$ cat config.mk
export PLATFORM = sky130hd
export DESIGN_NAME = dbr_debug_window
export DESIGN_NICKNAME = d
export VERILOG_FILES = /design/src/dbr_pkg.sv /design/src/dbr_cmp_bank.sv /design/src/dbr_debug_window.sv /design/src/dbr_word_reg.sv
export SDC_FILE = /design/constraint.sdc
export NUM_CORES = 2
export LEC_CHECK = 0
export BUFFER_PORTS_ARGS = -buffer_cell sky130_fd_sc_hd__buf_2
export CELL_PAD_IN_SITES_DETAIL_PLACEMENT = 1
export CELL_PAD_IN_SITES_GLOBAL_PLACEMENT = 2
export CORE_ASPECT_RATIO = 1.4
export CORE_MARGIN = 2
export CORE_UTILIZATION = 35
export CTS_CLUSTER_DIAMETER = 40
export DETAILED_ROUTE_END_ITERATION = 16
export PLACE_DENSITY = 0.81
export SYNTH_ARGS = -nofsm -noshare
export SYNTH_HDL_FRONTEND = slang
export SYNTH_HIERARCHICAL = 1
export SYNTH_SLANG_ARGS = --single-unit
$ cat constraint.sdc
create_clock -name clk_i -period 2.9 [get_ports clk_i]
set_input_delay 0.145 -clock clk_i [delete_from_list [all_inputs] [get_ports clk_i]]
set_output_delay 0.145 -clock clk_i [all_outputs]
set_load 0.005 [all_outputs]
$ cat src/dbr_pkg.sv
// package: register map, field positions, reset values and carrier types of the debug window
package dbr_pkg;

	// ******************************************************************
	// register offsets (byte addresses within the 4KB region)
	// ******************************************************************
	localparam logic [11:0] OFF_IDENTITY   = 12'h000;
	localparam logic [11:0] OFF_WATCH_FAULT_ADDRESS_REG   = 12'h018;
	localparam logic [11:0] OFF_VCATCH     = 12'h01C;
	localparam logic [11:0] OFF_ECATCH     = 12'h024;
	localparam logic [11:0] OFF_HCACHE     = 12'h028;
	localparam logic [11:0] OFF_H2C        = 12'h080;
	localparam logic [11:0] OFF_INJECT     = 12'h084;
	localparam logic [11:0] OFF_STATCTL    = 12'h088;
	localparam logic [11:0] OFF_C2H        = 12'h08C;
	localparam logic [11:0] OFF_RUNCTL     = 12'h090;
	localparam logic [11:0] OFF_BKV_BASE   = 12'h100;
	localparam logic [11:0] OFF_BKC_BASE   = 12'h140;
	localparam logic [11:0] OFF_WPV_BASE   = 12'h180;
	localparam logic [11:0] OFF_WPC_BASE   = 12'h1C0;
	localparam logic [11:0] OFF_OSL_ACCESS = 12'h300;
	localparam logic [11:0] OFF_OSL_STATUS = 12'h304;
	localparam logic [11:0] OFF_OS_SAVE    = 12'h308;
	localparam logic [11:0] OFF_PD_CTRL    = 12'h310;
	localparam logic [11:0] OFF_PD_STATUS  = 12'h314;
	localparam logic [11:0] OFF_SW_LOCK    = 12'hFB0;
	localparam logic [11:0] OFF_LOCK_STAT  = 12'hFB4;
	localparam logic [11:0] OFF_MGMT_FIRST = 12'hF04;

	// ******************************************************************
	// counts, fields and values
	// ******************************************************************
	localparam int          NUM_BKPT        = 6;
	localparam int          NUM_WPT         = 2;
	localparam int          SLOT_LSB        = 2;
	localparam int          SLOT_W          = 4;
	localparam logic [31:0] UNLOCK_KEY      = 32'hC5ACCE55;
	localparam logic [31:0] ZERO_WORD       = 32'h00000000;
	localparam logic [31:0] WATCH_FAULT_ADDRESS_OFS_WIDE   = 32'h00000008;
	localparam logic [31:0] WATCH_FAULT_ADDRESS_OFS_NARROW = 32'h00000004;
	localparam int          OSL_BIT         = 1;
	localparam int          STICKY_PD_BIT   = 1;
	localparam int          PD_NOW_BIT      = 0;
	localparam int          SWL_BIT         = 1;
	localparam int          EXT_ADDR_BIT    = 31;

	// apb request as seen by the slave
	typedef struct packed {
		logic        sel;
		logic        enable;
		logic        write;
		logic [31:0] addr;
		logic [31:0] wdata;
	} dbr_apb_req_t;

	// apb answer
	typedef struct packed {
		logic        ready;
		logic        slverr;
		logic [31:0] rdata;
	} dbr_apb_rsp_t;

	// one-cycle strobes towards the core
	typedef struct packed {
		logic        h2c_valid;
		logic        inject_valid;
		logic        run_valid;
		logic [31:0] data;
	} dbr_core_cmd_t;

endpackage : dbr_pkg

$ cat src/dbr_cmp_bank.sv
// file: bank of comparator value and control words, one memory per kind
`timescale 1ns/1ps
`default_nettype none
module dbr_cmp_bank
	import dbr_pkg::*;
#(
	parameter int DEPTH = 6
) (
	input  wire logic              clk_i,
	input  wire logic              clear_i,
	input  wire logic              we_i,
	input  wire logic              sel_ctrl_i,
	input  wire logic [SLOT_W-1:0] slot_i,
	input  wire logic [31:0]       d_i,
	output var  logic [31:0]       rd_o
);
	typedef struct packed {
		logic [DEPTH-1:0][31:0] value;
		logic [DEPTH-1:0][31:0] ctrl;
		logic [31:0]            rd;
	} dbr_bank_state_t;

	dbr_bank_state_t st;
	dbr_bank_state_t next_st;

	// values hold plain virtual addresses; read data comes out of a register
	always_comb begin
		next_st = st;
		next_st.rd = ZERO_WORD;
		if (clear_i) begin
			next_st = '0;
		end else begin
			if (int'(slot_i) < DEPTH) begin
				next_st.rd = sel_ctrl_i ? st.ctrl[slot_i] : st.value[slot_i];
				if (we_i && sel_ctrl_i) begin
					next_st.ctrl[slot_i] = d_i;
				end else if (we_i) begin
					next_st.value[slot_i] = d_i;
				end
			end
		end
	end

	always_ff @(posedge clk_i) begin
		st <= next_st;
	end

	assign rd_o = st.rd;
endmodule : dbr_cmp_bank
`default_nettype wire

$ cat src/dbr_debug_window.sv
// file: top of the memory-mapped debug register window behind an apb slave port
`timescale 1ns/1ps
`default_nettype none
module dbr_debug_window
	import dbr_pkg::*;
#(
	parameter logic [31:0] IDENTITY_VAL = 32'h0000_0000, // arbitrary, not a real part code
	parameter int          BKPT_COUNT   = NUM_BKPT,
	parameter int          WPT_COUNT    = NUM_WPT
) (
	input  wire logic          clk_i,
	input  wire logic          reset_i,          // debug-bus reset, both domains
	input  wire logic          power_on_reset_i, // core domain only
	input  wire logic          warm_reset_i,     // touches no debug state
	input  wire dbr_apb_req_t  apb_i,
	input  wire logic          core_powered_down_i,
	input  wire logic          core_compact_state_i,
	input  wire logic          fault_valid_i,
	input  wire logic [31:0]   fault_addr_i,
	input  wire logic [31:0]   c2h_data_i,
	output var  dbr_apb_rsp_t  apb_o,
	output var  dbr_core_cmd_t core_cmd_o,
	output var  logic [31:0]   vector_catch_o,
	output var  logic          sticky_pd_o,
	output var  logic          os_lock_o
);
	// ******************************************************************
	// state
	// ******************************************************************
	typedef struct packed {
		logic          os_lock;
		logic          sw_lock;
		logic          sticky_pd;
		logic [31:0]   ecatch;
		logic [31:0]   pd_ctrl;
		logic [31:0]   os_save;
		logic [31:0]   watch_fault_address;
		logic [31:0]   hcache;
		logic [31:0]   statctl;
		logic [31:0]   h2c;
		dbr_apb_rsp_t  rsp;
		dbr_core_cmd_t cmd;
		logic          bank_rd;
		logic          bank_is_wp;
	} dbr_state_t;

	dbr_state_t st;
	dbr_state_t next_st;

	logic [11:0]       off;
	logic              setup;
	logic              ext_dbg;
	logic              core_reg;
	logic              mapped;
	logic              refuse;
	logic              wr_ok;
	logic              core_clear;
	logic [31:0]       bank_bk_rd;
	logic [31:0]       bank_wp_rd;
	logic [31:0]       vcatch_q;
	logic              vcatch_we;
	logic              bk_we;
	logic              wp_we;
	logic              bk_hit;
	logic              wp_hit;
	logic [SLOT_W-1:0] slot;

	// ******************************************************************
	// decode: word offset, origin and power domain of the target
	// ******************************************************************
	assign off     = {apb_i.addr[11:SLOT_LSB], 2'b00}; // low bits ignored, word access
	assign setup   = apb_i.sel && !apb_i.enable;
	assign ext_dbg = apb_i.addr[EXT_ADDR_BIT];
	assign slot    = apb_i.addr[SLOT_LSB+SLOT_W-1:SLOT_LSB];
	// slots past the comparator count are read-as-zero holes, never refused
	assign bk_hit  = (off[11:6] == OFF_BKV_BASE[11:6] || off[11:6] == OFF_BKC_BASE[11:6])
		&& int'(slot) < BKPT_COUNT;
	assign wp_hit  = (off[11:6] == OFF_WPV_BASE[11:6] || off[11:6] == OFF_WPC_BASE[11:6])
		&& int'(slot) < WPT_COUNT;

	// core-domain registers per the map; identity, catch, run and power stay reachable
	always_comb begin
		core_reg = 1'b0;
		mapped   = 1'b1;
		case (off)
			// core power domain words
			OFF_WATCH_FAULT_ADDRESS_REG,
			OFF_VCATCH,
			OFF_HCACHE,
			OFF_H2C,
			OFF_INJECT,
			OFF_STATCTL,
			OFF_C2H: core_reg = 1'b1;
			// debug power domain words, reachable while the core is off
			OFF_IDENTITY,
			OFF_ECATCH,
			OFF_RUNCTL,
			OFF_OSL_ACCESS,
			OFF_OSL_STATUS,
			OFF_OS_SAVE,
			OFF_PD_CTRL,
			OFF_PD_STATUS,
			OFF_SW_LOCK,
			OFF_LOCK_STAT: mapped = 1'b1;
			default: begin
				core_reg = bk_hit || wp_hit;
				mapped   = bk_hit || wp_hit;
			end
		endcase
	end

	// power-down, sticky flag and os lock all refuse core-domain targets
	assign refuse = core_reg && (core_powered_down_i || st.sticky_pd || st.os_lock);
	// software lock gates writes from software, the lock register itself excepted
	assign wr_ok  = apb_i.write && !refuse && (ext_dbg || !st.sw_lock || off == OFF_SW_LOCK);

	assign core_clear = reset_i || power_on_reset_i;
	assign vcatch_we  = setup && wr_ok && off == OFF_VCATCH;
	assign bk_we      = setup && wr_ok && bk_hit;
	assign wp_we      = setup && wr_ok && wp_hit;

	// ******************************************************************
	// core-domain storage in its own leaves
	// ******************************************************************
	// vector locations are armed as virtual addresses, untranslated
	dbr_word_reg #(.RESET_VAL(ZERO_WORD)) u_vcatch (
		.clk_i   (clk_i),
		.clear_i (core_clear),
		.we_i    (vcatch_we),
		.d_i     (apb_i.wdata),
		.q_o     (vcatch_q)
	);

	// comparators store virtual addresses exactly as written
	dbr_cmp_bank #(.DEPTH(BKPT_COUNT)) u_bkpt (
		.clk_i      (clk_i),
		.clear_i    (core_clear),
		.we_i       (bk_we),
		.sel_ctrl_i (off[6]),
		.slot_i     (slot),
		.d_i        (apb_i.wdata),
		.rd_o       (bank_bk_rd)
	);

	dbr_cmp_bank #(.DEPTH(WPT_COUNT)) u_wpt (
		.clk_i      (clk_i),
		.clear_i    (core_clear),
		.we_i       (wp_we),
		.sel_ctrl_i (off[6]),
		.slot_i     (slot),
		.d_i        (apb_i.wdata),
		.rd_o       (bank_wp_rd)
	);

	// ******************************************************************
	// next state: one apb transfer, answered in the access phase
	// ******************************************************************
	always_comb begin
		next_st = st;
		next_st.cmd.h2c_valid    = 1'b0;
		next_st.cmd.inject_valid = 1'b0;
		next_st.cmd.run_valid    = 1'b0;
		next_st.rsp.ready        = 1'b0;
		next_st.bank_rd          = 1'b0;
		// power-down is sticky; set wins over the clearing read
		if (setup && !apb_i.write && off == OFF_PD_STATUS) begin
			next_st.sticky_pd = 1'b0;
		end
		if (core_powered_down_i) begin
			next_st.sticky_pd = 1'b1;
		end
		if (setup) begin
			next_st.rsp.ready  = 1'b1;
			next_st.rsp.slverr = refuse;
			next_st.rsp.rdata  = ZERO_WORD; // default for holes and refused reads
			next_st.cmd.data   = apb_i.wdata;
			if (!apb_i.write && !refuse) begin
				case (off)
					OFF_IDENTITY:   next_st.rsp.rdata = IDENTITY_VAL;
					OFF_WATCH_FAULT_ADDRESS_REG:   next_st.rsp.rdata = st.watch_fault_address;
					OFF_VCATCH:     next_st.rsp.rdata = vcatch_q;
					OFF_ECATCH:     next_st.rsp.rdata = st.ecatch;
					OFF_HCACHE:     next_st.rsp.rdata = st.hcache;
					OFF_H2C:        next_st.rsp.rdata = st.h2c;
					OFF_STATCTL:    next_st.rsp.rdata = st.statctl;
					OFF_C2H:        next_st.rsp.rdata = c2h_data_i;
					OFF_OSL_STATUS: next_st.rsp.rdata[OSL_BIT] = st.os_lock;
					OFF_OS_SAVE:    next_st.rsp.rdata = st.os_save;
					OFF_PD_CTRL:    next_st.rsp.rdata = st.pd_ctrl;
					OFF_PD_STATUS: begin
						next_st.rsp.rdata[STICKY_PD_BIT] = st.sticky_pd;
						next_st.rsp.rdata[PD_NOW_BIT]    = core_powered_down_i;
					end
					OFF_LOCK_STAT:  next_st.rsp.rdata[SWL_BIT] = st.sw_lock;
					default: begin
						// only live comparator slots read through the banks, next cycle
						next_st.bank_rd    = bk_hit || wp_hit;
						next_st.bank_is_wp = wp_hit;
					end
				endcase
			end
			if (wr_ok) begin
				case (off)
					OFF_WATCH_FAULT_ADDRESS_REG:   next_st.watch_fault_address    = apb_i.wdata;
					OFF_ECATCH:     next_st.ecatch  = apb_i.wdata;
					OFF_HCACHE:     next_st.hcache  = apb_i.wdata;
					OFF_STATCTL:    next_st.statctl = apb_i.wdata;
					OFF_H2C: begin
						next_st.h2c           = apb_i.wdata;
						next_st.cmd.h2c_valid = 1'b1;
					end
					OFF_INJECT:     next_st.cmd.inject_valid = 1'b1;
					OFF_RUNCTL:     next_st.cmd.run_valid    = 1'b1;
					OFF_OSL_ACCESS: next_st.os_lock = (apb_i.wdata == UNLOCK_KEY);
					OFF_OS_SAVE:    next_st.os_save = apb_i.wdata;
					OFF_PD_CTRL:    next_st.pd_ctrl = apb_i.wdata;
					OFF_SW_LOCK:    next_st.sw_lock = (apb_i.wdata != UNLOCK_KEY);
					default:        next_st.os_save = next_st.os_save; // holes ignore writes
				endcase
			end
		end
		// fault capture after the bus write, so hardware wins a same-cycle clash
		if (fault_valid_i) begin
			next_st.watch_fault_address = fault_addr_i + (core_compact_state_i ? WATCH_FAULT_ADDRESS_OFS_NARROW
				: WATCH_FAULT_ADDRESS_OFS_WIDE);
		end
		// core-domain words fall back on power-on reset, debug-domain ones persist
		if (power_on_reset_i) begin
			next_st.watch_fault_address    = ZERO_WORD;
			next_st.hcache  = ZERO_WORD;
			next_st.statctl = ZERO_WORD;
			next_st.h2c     = ZERO_WORD;
		end
		// warm reset is deliberately not used: a live session must survive it
	end

	// ******************************************************************
	// registers; the slave itself lives on the always-on debug reset
	// ******************************************************************
	always_ff @(posedge clk_i) begin
		if (reset_i) begin
			st <= '0;
		end else begin
			st <= next_st;
		end
	end

	// bank reads are one cycle later, so their word is merged after the register
	always_comb begin
		apb_o = st.rsp;
		if (st.bank_rd) begin
			// the other bank also reads its slot, so pick one, never or them
			apb_o.rdata = st.bank_is_wp ? bank_wp_rd : bank_bk_rd;
		end
	end
	assign core_cmd_o     = st.cmd;
	assign vector_catch_o = vcatch_q;
	assign sticky_pd_o    = st.sticky_pd;
	assign os_lock_o      = st.os_lock;
endmodule : dbr_debug_window
`default_nettype wire

$ cat src/dbr_word_reg.sv
// file: one 32-bit register word with its own reset and write strobe
`timescale 1ns/1ps
`default_nettype none
module dbr_word_reg
	import dbr_pkg::*;
#(
	parameter logic [31:0] RESET_VAL = 32'h00000000
) (
	input  wire logic        clk_i,
	input  wire logic        clear_i,
	input  wire logic        we_i,
	input  wire logic [31:0] d_i,
	output var  logic [31:0] q_o
);
	typedef struct packed {
		logic [31:0] value;
	} dbr_word_state_t;

	dbr_word_state_t st;
	dbr_word_state_t next_st;

	// the clear comes from whichever reset owns this word's power domain
	always_comb begin
		next_st = st;
		if (clear_i) begin
			next_st.value = RESET_VAL;
		end else if (we_i) begin
			next_st.value = d_i;
		end
	end

	always_ff @(posedge clk_i) begin
		st <= next_st;
	end

	assign q_o = st.value;
endmodule : dbr_word_reg
`default_nettype wire
* Word-level counts from Yosys, hierarchy flattened
Index checks and enable logic that the tools add are counted.
** Cells by class
- Add/subtract/negate cells :: 1
- Mux-type cells :: 41
- Equal/unequal tests :: 22
- Bitwise gates (word level) :: 8
- Multipliers :: 0
- Div/mod/pow operators :: 0
- Shift operators :: 0
- Order comparisons :: 5
- Reduce and logical (&&, ||, !) cells :: 56
** Operators by type and width (number)
- two-way mux 32 bit :: 18
- bitwise mux 192 bit :: 2
- case mux 30 bit (9 select lines) :: 1
- two-way mux 199 bit :: 1
- binary-select mux 32 bit (select 3 bit) :: 2
- bitwise mux 64 bit :: 2
- two-way mux 128 bit :: 1
- demux 32 bit (select 3 bit) :: 1
- equality test 10 x 6 -> 1 bit, second input constant :: 5
- equality test 10 x 8 -> 1 bit, second input constant :: 5
- AND reduction 3 bit :: 12
- adder 32 x 4 -> 32 bit :: 1
- demux 32 bit (select 1 bit) :: 1
- equality test 32 bit, second input constant :: 1
- != test 32 bit, second input constant :: 1
- equality test 6 x 3 -> 1 bit, second input constant :: 4
- equality test 10 bit, second input constant :: 2
- equality test 10 x 3 -> 1 bit, second input constant :: 2
- equality test 10 x 4 -> 1 bit, second input constant :: 2
- logical AND 1 bit :: 17
- OR reduction 16 bit :: 1
- OR reduction 13 bit :: 1
- logical NOT 12 bit :: 1
- case mux 1 bit (12 select lines) :: 1
- 19 further kinds :: 48
** Storage, ports and cells
- Logic and storage cells :: 171
- Memories kept :: 0
- Register bits :: 906
- Bits of input ports :: 138
- Bits in writable memories :: 0
- Output and inout port bits :: 103
- ROM bits :: 0
- Bits in latches :: 0

* Logic depth before layout (Yosys ltp)
- Word-level depth :: 14
- Mapped depth :: 13
- Depth with buffers taken out :: 8

* Cells and area by module
Netlist, hierarchy kept.
** Modules (own cells, without submodules)
- dbr_cmp_bank (u_bkpt) :: area each 19263.5 sq um, instances 1, cells an instance 2234, seq. area each 8328.0 sq um
- dbr_debug_window :: area each 14599.0 sq um, instances 1, cells an instance 1743, seq. area each 5965.7 sq um
- dbr_cmp_bank (u_wpt) :: area each 6961.7 sq um, instances 1, cells an instance 597, seq. area each 3203.1 sq um
- dbr_word_reg :: area each 1163.6 sq um, instances 1, cells an instance 103, seq. area each 640.6 sq um

* Worst setup path before layout
OpenSTA, ideal clock, no wires.
- Path kind :: input to register
- From :: input port apb_i[39] (netlist bit)
- To :: register u_bkpt/st[45] (netlist bit)
- Buffers on the path :: 4
- Cell stages on the path :: 12
- Path slack :: 0.078 ns
- Arrival :: 2.690 ns
- Data required time :: 2.768 ns
- Setup time :: 0.132 ns
- Cell sequence :: clkbuf_1 and4b_1 a31oi_1 nor2_2 nand3_1 nor3_1 or4b_4 buf_6 buf_6 buf_6 o21ai_1 a21oi_1
** On the way
- Word-level cells in the longest chain between the ends :: 13
- Elaborated cells between the ends (all ways) :: 38
- Those cells by class :: eq/ne (20); mux (1); reduce/logical (17)
** Ends and longest elaborated chain
- start, declared :: RTL line dbr_debug_window.sv:15 : input wire dbr_apb_req_t apb_i,
- branches (longest 10 deep; another with equality test 10 bit)
- logical AND 1 bit (*) :: RTL line dbr_debug_window.sv:119 : assign bk_we = setup && wr_ok && bk_hit;
- net bk_we :: RTL line dbr_debug_window.sv:62 : logic bk_we;
- logical AND 1 bit (*) :: RTL line dbr_cmp_bank.sv:35 : if (we_i && sel_ctrl_i) begin
- AND reduction 2 bit (no line) (*)
- end signal, assigned :: RTL line dbr_cmp_bank.sv:45 : st <= next_st;
- end, declared :: RTL line dbr_cmp_bank.sv:23 : dbr_bank_state_t st;
Mark *: on every way through the listed nets, which the timed path passes.
A chain may end at the register's enable or synchronous reset.

* Worst setup path in the final report
- From :: register st, in the netlist sticky_pd_o
- To :: register u_wpt/st[47] (netlist bit)
** On the way
- Word-level cells in the longest chain between the ends :: 10
** Ends and longest elaborated chain
- start, declared :: RTL line dbr_debug_window.sv:47 : dbr_state_t st;
- start signal, assigned :: RTL line dbr_debug_window.sv:244 : st <= next_st;
- logical OR 1 bit (2 in a row) :: RTL line dbr_debug_window.sv:113 : assign refuse = core_reg && (core_powered_down_i || st.sticky_pd || st.os_lock);
- logical AND 1 bit :: RTL line dbr_debug_window.sv:113
- logical NOT 1 bit :: RTL line dbr_debug_window.sv:115 : assign wr_ok = apb_i.write && !refuse && (ext_dbg || !st.sw_lock || off == OFF_SW_LOCK);
- logical AND 1 bit (2 in a row) :: RTL line dbr_debug_window.sv:115
- logical AND 1 bit (2 in a row) :: RTL line dbr_debug_window.sv:120 : assign wp_we = setup && wr_ok && wp_hit;
- net wp_we :: RTL line dbr_debug_window.sv:63 : logic wp_we;
- logical AND 1 bit :: RTL line dbr_cmp_bank.sv:35
- AND reduction 2 bit (no line)
- end signal, assigned :: RTL line dbr_cmp_bank.sv:45
- end, declared :: RTL line dbr_cmp_bank.sv:23
The timed path passes the listed nets, and every way through them passes these cells.

==> metrics.txt <==
post-layout net count 4,853; Yosys top cell by area dfxtp_1; worst skew pair latency between 0.7 and 0.8 ns; FF/Latch Area roughly 18,000 µm²; top cell type's share of synthesized area 0.4320; Power Density 590.4 nW/µm²; # port buffers about 220; RSZ-0062 raised after global routing yes; Crit path top cell by count buf_4; worst reg-to-reg setup slack around 0.11 ns; clock sinks 906; HP Class input port to flip-flop; antenna violation net count after detailed routing 0; TritonRoute pass-1 iters 7; GR Overflow Total 0; H-tree depth 3; clk buf depth 3; clk slew on worst S/H paths ~0.060 ns; non-filler cells in the finished layout between 6,000 and 7,000; FFs w/ async S/R, synth 0; final setup fails 0; Main synth FF type dfxtp_1; post-synthesis sequential area ratio 0.4320; fillers 13,574; DRC 0; Worst VDD drop about 0.5 mV; Worst Path Max Fanout 5; outcome finished clean; Distinct cells, synth 88; Slew headroom 0.3714; number of flops mapped to enable cells by yosys 0; vias in the first global route 38,385; Final HPWL DP ~110,000 µm; post-place instance area between 40,000 and 50,000 µm²; Syn Std Cell Area 41,990 µm²; #FFs+latches synth ~910; max cap viols 0; CP arrival approximately 3.4 ns; Fin Clk Skew 0.02190 ns; Die Height around 410 µm; worst slew pin tran 0.9429 ns; CTS root buf clkbuf_16; Crit path largest cell delay 0.46 ns; initial antenna violation count 6; Crit path max-delay family simple AND/OR/NAND/NOR gates; CP Capture Type flip-flop; DR vias/cell 5.883; syn avg cell area between 8 and 9 µm²; max-slew violation count 0; most common cell in the netlist dfxtp_1; I/O pin count 241; DRT iter0 DRCs around 3,300; worst path bufs/invs 5; area of the core ~120,000 µm²; Die Area between 100,000 and 150,000 µm²; Pleak 0.01720 µW; min Tclk post-route roughly 2.8 ns; DRT Wirelength 174,100 µm; first-pass GRT wire length ~260,000 µm; DR WL/cell 27.18 µm; fin util 0.4138; cell at the slowest stage of the critical path or4b_1; Setup TNS 0 ns; overall routing resource usage 0.2739; RePlAce Congestion just under 0.9; kind of critical path flip-flop to flip-flop; final period utilization 0.9604; Achievable Freq 0.3590 GHz; critical path, cell by cell nor3_2, buf_4, a21o_1, nand3_4, nor2_4, buf_4, or4b_1, buf_4, nor3b_4, buf_12, clkbuf_16, mux2i_1; Post-synth top cells dfxtp_1, a21oi_1, nand2_1; multi-input logic area ~21,000 µm²; initial core utilization 0.3523; CTS tree done; syn nets slightly below 5,000; # placed instances slightly above 6,000; total number of vias approximately 38,000; Area contributors post-synth dfxtp_1, mux2i_1, a21oi_1; synth-to-layout area growth 17.44%; Req. time, crit path 3.52 ns; Synth warnings 6; Post-Synthesis Cells roughly 4,700; count of final hold-check violations 0; Horiz. Die Dim approximately 300 µm; ratio of cells with drive above 1 in the final layout 0.1731; CTS Buf Count around 110; Row Count 150; design area 49,310 µm²; CP startpoint kind flip-flop; largest net degree at the start of global routing 190
-- worst min-delay path: stages --
cell and delay, ns:
buf_2 0.33, nand2_1 0.14, a21oi_1 0.06
-- logic make-up after synthesis --
kind of cell,synth area share
simple gates,0.1597
xor+xnor,0.002503
compound gates,0.1922
flops,0.4320
fa+ha+maj,0.001073
buf+inv,0.07545
mux,0.1371
-- power by group --
part	total, µW	switching (µW)	internal [µW]
clock	14700	6090	8560
combinational	1930	1390	540
sequential	12500	38.3	12500
-- timing repair --
action / in CTS / in global routing
buffers inserted: 0 / 2
endpoints found under the setup margin: 56 / 159
endpoints found under the hold margin: 177 / 0
cloned: 0 / 2
pin swaps: 1 / 3
resized for setup: 3 / 12
hold buffers: 62 / 0
-- layer usage --
metal	GRT usage	routed length [µm]	vias up
li1	-	-	16765
met1	0.3268	70080	19272
met2	0.4656	83450	1249
met3	0.03834	8970	381
met4	0.1705	11510	6
met5	0	40	-
-- final timing paths --
kind	startpoint	end	cells past startpoint
min	apb_i[7]	st[238]	3
max reg2reg	sticky_pd_o	u_wpt/st[47]	12
max	sticky_pd_o	u_wpt/st[47]	12
min reg2reg	core_cmd_o[19]	core_cmd_o[19]	2
-- flip-flops by register name, indices dropped and copies added, names as in the netlist --
register,count
u_bkpt/st,384
st,259
u_wpt/st,128
core_cmd_o,35
u_bkpt/rd_o,32
u_vcatch/q_o,32
u_wpt/rd_o,32
apb_o,2
os_lock_o,1
sticky_pd_o,1
-- cell usage in the layout, fill, tap and decap left out, types with 62 or more instances in the layout --
| cell type | Yosys | routed |
|---|---|---|
| nor2_1 | 85 | 81 |
| mux2i_1 | 393 | 393 |
| nand2_1 | 445 | 444 |
| buf_12 | 5 | 64 |
| a21oi_1 | 598 | 598 |
| nand2b_1 | 189 | 185 |
| mux4_2 | 65 | 65 |
| nand3_1 | 419 | 418 |
| dlygate4sd3_1 | 0 | 62 |
| o21ai_0 | 377 | 377 |
| dfxtp_1 | 906 | 904 |
| buf_4 | 134 | 174 |
| clkbuf_16 | 0 | 113 |
| buf_2 | 118 | 212 |
-- final cells by class --
cell class | count | share of cell area
multi-input cells | 3168 | 0.4240
inverters | 8 | 0.0007612
repair buffers | 519 | 0.08878
flip-flops and latches | 906 | 0.3679
diodes | 2 | 0.0001015
well taps | 1596 | 0.04050
clock buffers | 131 | 0.06011
clock inverters | 74 | 0.01779
-- through the flow --
step           power [µW]  setup slack (ns)  hold WS, ns
2_1_floorplan       13720           0.07769       0.2624
5_1_grt             29830         0.0003093      0.03576
4_1_cts             29230           0.02215     0.001980
3_3_place_gp        14630           -0.2575       0.4022
6_report            29120            0.1148      0.01898
3_5_place_dp        14640           -0.3042       0.4164
(Power assumes the default switching activity.)
